File: config.mk
export PLATFORM = sky130hd
export DESIGN_NAME = adcc_regs
export DESIGN_NICKNAME = d
export VERILOG_FILES = /design/src/adcc_pkg.sv /design/src/adcc_regs.sv
export SDC_FILE = /design/constraint.sdc
export NUM_CORES = 1
export LEC_CHECK = 0
export BUFFER_PORTS_ARGS = -buffer_cell sky130_fd_sc_hd__buf_2
export CAP_MARGIN = 0
export CORE_ASPECT_RATIO = 1.75
export CORE_MARGIN = 2
export CORE_UTILIZATION = 30
export DETAILED_ROUTE_END_ITERATION = 6
export HOLD_SLACK_MARGIN = 0.03
export PLACE_DENSITY = 0.49
export SETUP_SLACK_MARGIN = 0.05
export SYNTH_ARGS = -nofsm -noshare
export SYNTH_HDL_FRONTEND = slang
export SYNTH_SLANG_ARGS = --single-unit
File: constraint.sdc
create_clock -name sys_clk -period 6 [get_ports sys_clk]
set_input_delay 1.2 -clock sys_clk [delete_from_list [all_inputs] [get_ports sys_clk]]
set_output_delay 1.2 -clock sys_clk [all_outputs]
set_load 0.01 [all_outputs]
File: src/adcc_pkg.sv
// package for the converter control register block
package adcc_pkg;
    // register byte addresses
    localparam logic [11:0] ADDR_RESULT_LOW  = 12'h000;
    localparam logic [11:0] ADDR_RESULT_HIGH = 12'h004;
    localparam logic [11:0] ADDR_CONTROL     = 12'h008;
    localparam logic [11:0] ADDR_CONFIG      = 12'h00c;
    localparam logic [11:0] ADDR_PIN_ENABLE  = 12'h010;
    localparam logic [11:0] ADDR_IRQ_STATUS  = 12'h014;
    localparam logic [11:0] ADDR_IRQ_CLEAR   = 12'h018;
    localparam logic [11:0] ADDR_IRQ_ENABLE  = 12'h01c;

    // control field positions
    localparam int CTL_START   = 7;
    localparam int CTL_BUSY    = 6;
    localparam int CTL_PWROFF  = 5;
    localparam int CTL_FORMAT  = 4;
    // config field positions
    localparam int CFG_INTREF  = 7;
    localparam int CFG_BGEN    = 6;
    localparam int CFG_REFSEL  = 4;

    // writable masks, unimplemented bits read zero
    localparam logic [7:0] CONTROL_WMASK = 8'hb3;
    localparam logic [7:0] CONFIG_WMASK  = 8'hd7;
    localparam logic [7:0] PIN_WMASK     = 8'h0f;

    // reset values
    localparam logic [7:0] CONTROL_RESET = 8'h60;
    localparam logic [7:0] CONFIG_RESET  = 8'h00;
    localparam logic [7:0] PIN_RESET     = 8'h0f;

    localparam logic [1:0] CHAN_UNUSABLE = 2'h3;
    localparam logic [2:0] DIV_UNDEFINED = 3'h7;
    localparam logic [2:0] DIV_MAX       = 3'h6;

    // converter clock cycles per conversion
    localparam logic [4:0] CONV_CYCLES   = 5'h10;

    typedef enum logic [1:0] { SEL_IN0, SEL_IN1, SEL_IN2, SEL_BANDGAP } adcc_sel_e;

    typedef struct packed {
        logic      powerDown;
        logic      bandgapOn;
        logic      extRefSel;
        logic      routeValid;
        adcc_sel_e inputSel;
        logic [3:0] analogPin;
    } adcc_analog_s;
endpackage

File: src/adcc_regs.sv
// converter control, result and interrupt register block on apb
//
// Chosen here: the address map and the APB slave port.
`timescale 1ns/1ps
module adcc_regs
    import adcc_pkg::*;
(
    input  wire logic         sys_clk,
    input  wire logic         rst_b,
    input  wire logic         clkEn,
    input  wire logic         psel,
    input  wire logic         penable,
    input  wire logic         pwrite,
    input  wire logic [11:0]  paddr,
    input  wire logic [31:0]  pwdata,
    output logic              pready,
    output logic [31:0]       prdata,
    output logic              pslverr,
    input  wire logic [11:0]  sampleIn,
    input  wire logic         lvdInUse,
    output adcc_analog_s      analogCtl,
    output logic              convReset,
    output logic              convSample,
    output logic              irqOut
);
    logic [7:0]  control;
    logic [7:0]  adcConfig;
    logic [7:0]  pinEnable;
    logic [7:0]  resultLow;
    logic [7:0]  resultHigh;
    logic        irqStatus;
    logic        irqEnable;
    logic [11:0] sampleMeta;
    logic [11:0] sampleSync;
    logic [5:0]  divCount;
    logic [4:0]  convCount;
    logic        converting;
    logic        startPrev;

    logic        wrEn;
    logic        rdEn;
    logic        known;
    logic        convTick;
    logic        startFall;
    logic        convDone;
    logic [31:0] next_prdata;

    // decoder for implemented offsets
    function automatic logic mapped(input logic [11:0] a);
        return a == ADDR_RESULT_LOW || a == ADDR_RESULT_HIGH || a == ADDR_CONTROL
            || a == ADDR_CONFIG || a == ADDR_PIN_ENABLE || a == ADDR_IRQ_STATUS
            || a == ADDR_IRQ_CLEAR || a == ADDR_IRQ_ENABLE;
    endfunction

    // divisor terminal count for the clock select code
    function automatic logic [5:0] divLast(input logic [2:0] code);
        logic [2:0] c;
        c = (code == DIV_UNDEFINED) ? DIV_MAX : code;
        return 6'((7'h01 << c) - 7'h01);
    endfunction

    assign known     = mapped(paddr);
    // writes land at the edge where the master samples pready high
    assign wrEn      = psel && penable && pwrite && pready && known;
    assign rdEn      = psel && penable && !pwrite && !pready;
    assign startFall = startPrev && !control[CTL_START];
    assign convTick  = converting && divCount == divLast(adcConfig[2:0]);
    assign convDone  = convTick && convCount == CONV_CYCLES - 5'h01;

    // apb handshake, one wait state
    always_ff @(posedge sys_clk or negedge rst_b)
    begin
        if (!rst_b)
        begin
            pready  <= 1'b0;
            pslverr <= 1'b0;
        end
        else if (clkEn)
        begin
            pready  <= psel && penable && !pready;
            pslverr <= psel && penable && !pready && !known;
        end
    end

    always_comb
    begin
        next_prdata = 32'h00000000;
        unique case (paddr)
            ADDR_RESULT_LOW:  next_prdata[7:0] = resultLow;
            ADDR_RESULT_HIGH: next_prdata[7:0] = resultHigh;
            ADDR_CONTROL:     next_prdata[7:0] = control;
            ADDR_CONFIG:      next_prdata[7:0] = adcConfig;
            ADDR_PIN_ENABLE:  next_prdata[7:0] = pinEnable;
            ADDR_IRQ_STATUS:  next_prdata[0]   = irqStatus;
            ADDR_IRQ_ENABLE:  next_prdata[0]   = irqEnable;
            default:          next_prdata      = 32'h00000000;
        endcase
    end

    always_ff @(posedge sys_clk or negedge rst_b)
    begin
        if (!rst_b)
            prdata <= 32'h00000000;
        else if (clkEn && rdEn)
            prdata <= next_prdata;
    end

    // control register with hardware busy flag
    always_ff @(posedge sys_clk or negedge rst_b)
    begin
        if (!rst_b)
            control <= CONTROL_RESET;
        else if (clkEn)
        begin
            if (wrEn && paddr == ADDR_CONTROL)
                control <= (pwdata[7:0] & CONTROL_WMASK) | (control & ~CONTROL_WMASK);
            if (control[CTL_START] || startFall)
                control[CTL_BUSY] <= 1'b1;
            else if (convDone)
                control[CTL_BUSY] <= 1'b0;
        end
    end

    always_ff @(posedge sys_clk or negedge rst_b)
    begin
        if (!rst_b)
        begin
            adcConfig <= CONFIG_RESET;
            pinEnable <= PIN_RESET;
            irqEnable <= 1'b0;
        end
        else if (clkEn && wrEn)
        begin
            if (paddr == ADDR_CONFIG)
                adcConfig <= pwdata[7:0] & CONFIG_WMASK;
            if (paddr == ADDR_PIN_ENABLE)
                pinEnable <= pwdata[7:0] & PIN_WMASK;
            if (paddr == ADDR_IRQ_ENABLE)
                irqEnable <= pwdata[0];
        end
    end

    // sample input synchroniser
    always_ff @(posedge sys_clk or negedge rst_b)
    begin
        if (!rst_b)
        begin
            sampleMeta <= 12'h000;
            sampleSync <= 12'h000;
        end
        else if (clkEn)
        begin
            sampleMeta <= sampleIn;
            sampleSync <= sampleMeta;
        end
    end

    // conversion sequencer
    always_ff @(posedge sys_clk or negedge rst_b)
    begin
        if (!rst_b)
        begin
            startPrev  <= 1'b0;
            converting <= 1'b0;
            divCount   <= 6'h00;
            convCount  <= 5'h00;
        end
        else if (clkEn)
        begin
            startPrev <= control[CTL_START];
            if (control[CTL_START] || control[CTL_PWROFF])
            begin
                converting <= 1'b0;
                divCount   <= 6'h00;
                convCount  <= 5'h00;
            end
            else if (startFall)
            begin
                converting <= 1'b1;
                divCount   <= 6'h00;
                convCount  <= 5'h00;
            end
            else if (converting)
            begin
                divCount <= convTick ? 6'h00 : 6'(divCount + 6'h01);
                if (convTick)
                    convCount <= 5'(convCount + 5'h01);
                if (convDone)
                    converting <= 1'b0;
            end
        end
    end

    // result packing at conversion end
    always_ff @(posedge sys_clk or negedge rst_b)
    begin
        if (!rst_b)
        begin
            resultLow  <= 8'h00;
            resultHigh <= 8'h00;
        end
        else if (clkEn && convDone)
        begin
            if (control[CTL_FORMAT])
            begin
                resultHigh <= {4'h0, sampleSync[11:8]};
                resultLow  <= sampleSync[7:0];
            end
            else
            begin
                resultHigh <= sampleSync[11:4];
                resultLow  <= {sampleSync[3:0], 4'h0};
            end
        end
    end

    // interrupt flag, set wins over clear
    always_ff @(posedge sys_clk or negedge rst_b)
    begin
        if (!rst_b)
            irqStatus <= 1'b0;
        else if (clkEn)
        begin
            if (convDone)
                irqStatus <= 1'b1;
            else if (wrEn && paddr == ADDR_IRQ_CLEAR && pwdata[0])
                irqStatus <= 1'b0;
        end
    end

    always_ff @(posedge sys_clk or negedge rst_b)
    begin
        if (!rst_b)
            irqOut <= 1'b0;
        else if (clkEn)
            irqOut <= irqStatus && irqEnable;
    end

    // analog routing outputs
    always_ff @(posedge sys_clk or negedge rst_b)
    begin
        if (!rst_b)
        begin
            analogCtl  <= '{powerDown: 1'b1, bandgapOn: 1'b0, extRefSel: 1'b0,
                           routeValid: 1'b0, inputSel: SEL_IN0, analogPin: PIN_RESET[3:0]};
            convReset  <= 1'b1;
            convSample <= 1'b0;
        end
        else if (clkEn)
        begin
            analogCtl.powerDown <= control[CTL_PWROFF];
            analogCtl.bandgapOn <= adcConfig[CFG_BGEN] && (adcConfig[CFG_INTREF] || lvdInUse);
            analogCtl.extRefSel <= adcConfig[CFG_REFSEL];
            if (adcConfig[CFG_INTREF])
            begin
                analogCtl.inputSel   <= SEL_BANDGAP;
                analogCtl.routeValid <= 1'b1;
            end
            else
            begin
                analogCtl.inputSel   <= adcc_sel_e'(control[1:0]);
                analogCtl.routeValid <= control[1:0] != CHAN_UNUSABLE;
            end
            analogCtl.analogPin <= pinEnable[3:0];
            convReset  <= control[CTL_START] || control[CTL_PWROFF];
            convSample <= convDone;
        end
    end
endmodule

Word-level counts from Yosys, hierarchy flattened:

Index checks and enable logic that the tools add are counted.
W data, S select, Z words.

* flip-flop bits (word level): 96
* input bits: 63
* output and inout bits: 47
* logic and storage cells: 111

* $add $sub $neg: 3
* eq/ne operators: 11
* shift operators: 1
* mux-type cells: 23
* bitwise operators: 1
* reduce and logical (&&, ||, !) cells: 46

Operators with widths (count)
* $eq A12 B5 Y1 const B: 4
* $pmux W7 S5: 1
* $eq A12 B4 Y1 const B: 2
* $mux W6: 4
* $mux W5: 4
* $logic_and A1 B1 Y1: 19
* $mux W8: 2
* $reduce_and A2 Y1: 7
* $eq A12 B3 Y1 const B: 1
* $logic_not A12 Y1: 1
* $logic_or A1 B1 Y1: 10
* $reduce_bool A3 Y1: 3
* $mux W1: 8
* $or A8 B7 Y8: 1
* $mux W7: 1
* $pmux W1 S7: 1
* $add A6 B1 Y6 const B: 1
* $eq A6 B6 Y1: 1
* $mux W3: 2
* $shl A1 B3 Y6 const A: 1
* $sub A6 B1 Y6 const B: 1
* $add A5 B1 Y5 const B: 1
* $eq A5 B4 Y1 const B: 1
* $logic_not A1 Y1: 4
* other kinds (4): 4

Depth between registers and ports, before layout:

* depth after elaboration: 13
* mapped depth: 7
* mapped depth without buffers: 6

Least setup slack after synthesis:

No wires, ideal clock.

* path type: input to register
* start: input port paddr[7]
* end: register pinEnable[0]
* library setup time: 0.082 ns
* arrival time: 2.662 ns
* required time: 5.918 ns
* slack: 3.255 ns
* stages: 6
* buffers on the path: 1
* cells stage by stage: nor4_1 > and3_1 > clkbuf_1 > nand2_1 > nor3_1 > mux2_2

* word-level cells in the longest chain between the ends: 11
* elaborated cells on any way between the ends: 18
* classes of those cells: 7 x eq/ne; 11 x reduce/logical

Ends and longest elaborated chain
* from (decl): RTL line adcc_regs.sv:14 `input wire logic [11:0] paddr,`
* $eq A12 B3 Y1 or $logic_not A12 Y1 (tied branches): RTL line adcc_regs.sv:50 `return a == ADDR_RESULT_LOW || a == ADDR_RESULT_HIGH || a == ADDR_CONTROL`
* $logic_or A1 B1 Y1 (2 in a row): RTL line adcc_regs.sv:50
* $logic_or A1 B1 Y1 (3 in a row): RTL line adcc_regs.sv:51 `|| a == ADDR_CONFIG || a == ADDR_PIN_ENABLE || a == ADDR_IRQ_STATUS`
* $logic_or A1 B1 Y1 (2 in a row): RTL line adcc_regs.sv:52 `|| a == ADDR_IRQ_CLEAR || a == ADDR_IRQ_ENABLE;`
* $logic_and A1 B1 Y1: RTL line adcc_regs.sv:64 `assign wrEn = psel && penable && pwrite && pready && known;`
* $logic_and A1 B1 Y1: RTL line adcc_regs.sv:132 `else if (clkEn && wrEn)`
* $reduce_and A2 Y1 (no line) (*)
* to (signal assigned): RTL line adcc_regs.sv:137 `pinEnable <= pwdata[7:0] & PIN_WMASK;`
* to (decl): RTL line adcc_regs.sv:28 `logic [7:0] pinEnable;`

Every way passes the cells marked *; elsewhere a longest branch is shown, timed or not.
A chain may end at the register's enable or synchronous reset.

Worst setup path after layout:

Same ends and word-level chain as after synthesis.

==> out/metrics.cfg <==
[grt]
grt_max_degree=71
grt_pass1_vias=3212
antenna_found_initial=0
grt_pass1_wl_mm=17.0
track_usage_pct=12.9
overflow=0

[power]
vdd_ir_drop_max_uv=128
p_per_area_nw_per_um2=259
p_leak_nw=2.53

[floorplanning]
die_width_um=98.3
die_area_um2=16600
floorplan.initialDensity_pct=30.5
io_pins=110
num_rows=60
core-area_um2=15300
die_h_um=169

[cts]
post_cts_buffers=0
cts.reportedPaths.clkPinSlew_ns=0.06
clock-sinks=94
cts.htree.levels=3
cts.path.max_buffers=2
cts-resized-gates=0
numCtsBuffers=9
cts-root-buf=clkbuf_16
ctsHoldBuffers=0
cts_tree=built
clkLatencyLatePin_ns=0.34

[detailed_routing]
routed_via_density=4.87
wl_met1_mm=4.02
dr_wl_met3_um=434
wl_per_cell_um=15.6
drcViolationCount=0
firstDrtPassIters=4
first_iter_violations=156
vias=3203
route.met2.wl_mm=5.46
totalWireLength_mm=10.3
routed.top_layer=met4
ant_nets=0

[logic_synthesis]
synth_compound_area_share_pct=7.82
yosys-top-cells-count=dfrtp_1, mux2_2, nand2_1
synth-adder-area-share_pct=0.804
seq_area_frac_synth_pct=50.7
syn_area_um2=4670
async_reset_ff_share_pct=100
yosys.cell_count.top_type=dfrtp_1
netlist.area_leader.share_pct=43.9
synthTopCellsByArea=dfrtp_1, mux2_2, dfstp_2
synth-simple-area-share_pct=12.4
postSynthAreaPerCell_um2=11.4
synth_top_family_by_area=multiplexers
yosys_register_bits=94
yosys.area.top_type=dfrtp_1
synthesis.instances=411
synthXorXnorAreaFrac_pct=0
ys.flop_type=dfrtp_1
ys_types=49
synth_edf_count=0
synthMuxAreaShare_pct=21.0
synth_warnings=0

[critical_path]
criticalPathCategory=primary input to flop
cp_max_fo=6
crit_required_ns=6.26
critPathCaptureType=flop
crit_arrival_ns=3.23
cp-start-kind=primary input

[sta]
drv_slew=0
tns_ns=0
setup_viol=0
max_freq_mhz=337
layout_worst_path_cycle_share_pct=49.5
relSlewSlack_pct=41.1
worst_slew_pin_slew_ns=0.876
fin_ws_ns=3.03
clock_skew_ns=0.00930
finalCriticalPeriod_ns=2.97
rsz0062_at_grt=false
finalHoldWorstSlack_ns=0.479
hold_viol_final=0

[final_layout]
nNetsFinal=533
fin_area_um2=5390
num_antenna_cells=0
drive_above_1_share_pct=36.7
nFillCells=1565
area_growth_pct=15.5

[placed_design]
gp_congestion=0.856
dp_slack_ns=2.68
io_buffers=61
placed_area_um2=5060
dpl.hpwl_mm=7.62

[outcome]
status=complete, no violations

[flow_run]
max_cap_violations=0

[min_path]
holdCritPathClass=flop to flop

[per-layer routing]
metal  GRT usage (%)  vias to the layer above
li1                -                     1520
met1            14.9                     1572
met2            22.4                       88
met3            2.89                       23
met4            6.02                        0
met5               0                        -
[worst paths after layout]
kind                                   from             to  slack (ns)  depth (start not counted)
worst max-delay path               paddr[7]   pinEnable[0]        3.03                          6
worst min-delay path              convReset      convReset        0.48                          2
worst max register to register  divCount[4]  resultHigh[3]        3.53                          5
worst min register to register    convReset      convReset        0.48                          2
max in group asynchronous             rst_b      prdata[6]        4.05                          2
min in group asynchronous             rst_b   convCount[3]        0.76                          1
[layout make-up]
type	count	area, um2	area share (%)
flip-flops and latches	94	2370	43.9
multi-input cells	278	2050	38.0
repair buffers	66	345	6.40
clock buffers	10	239	4.43
well taps	186	233	4.31
clock inverters	6	92.6	1.72
inverters	18	67.6	1.25
[registers in the layout (all words and copies together), names as in the netlist]
name,flops
sampleMeta,12
sampleSync,12
analogCtl,10
prdata,8
resultHigh,8
resultLow,8
adcConfig,6
control,6
divCount,6
convCount,5
pinEnable,4
convReset,1
convSample,1
converting,1
irqEnable,1
irqOut,1
irqStatus,1
pready,1
pslverr,1
startPrev,1
[cells in the final DEF (no fill, tap or decap), types with 8 or more instances in the layout]
master     netlist  routed
clkbuf_16        0       9
dfrtp_1         82      82
or3_1            8       8
mux2_2          57      57
mux2i_1          9       9
dfstp_2         12      12
nor2_1          19      19
nand2_1         36      36
nand3_1         15      15
buf_2            1      60
conb_1           1      24
o21ai_0         18      18
nor3_1           8       8
mux2_4          12      12
inv_1           18      18
[report_power, final]
group	total, mW	switching (mW)	internal [mW]
clock	0.629	0.250	0.379
combinational	0.0964	0.0522	0.0442
sequential	0.673	0.0150	0.658
[critical path, cell delays in order]
cell	delay, ns
buf_2	0.09
nor4_1	0.32
and3_1	0.36
nand2_1	0.14
nor3_1	0.69
mux2_2	0.42
[through the flow]
stage / std cells / util [%] / power (mW)
global route: 658 / 35.2 / 1.46
floorplan: 434 / - / 0.751
global placement: 642 / 33.1 / 0.782
detailed placement: 642 / 33.1 / 0.784
finish: 658 / 35.2 / 1.40
CTS: 658 / 35.2 / 1.42
[logic make-up after synthesis]
group	Yosys count
and+or+nand+nor	115
DFF	94
muxes	81
buffers and inverters	62
AOI/OAI and AO/OA	55
adders and majority gates	3
other	1
No activity file was read; power rests on OpenSTA's default activity.
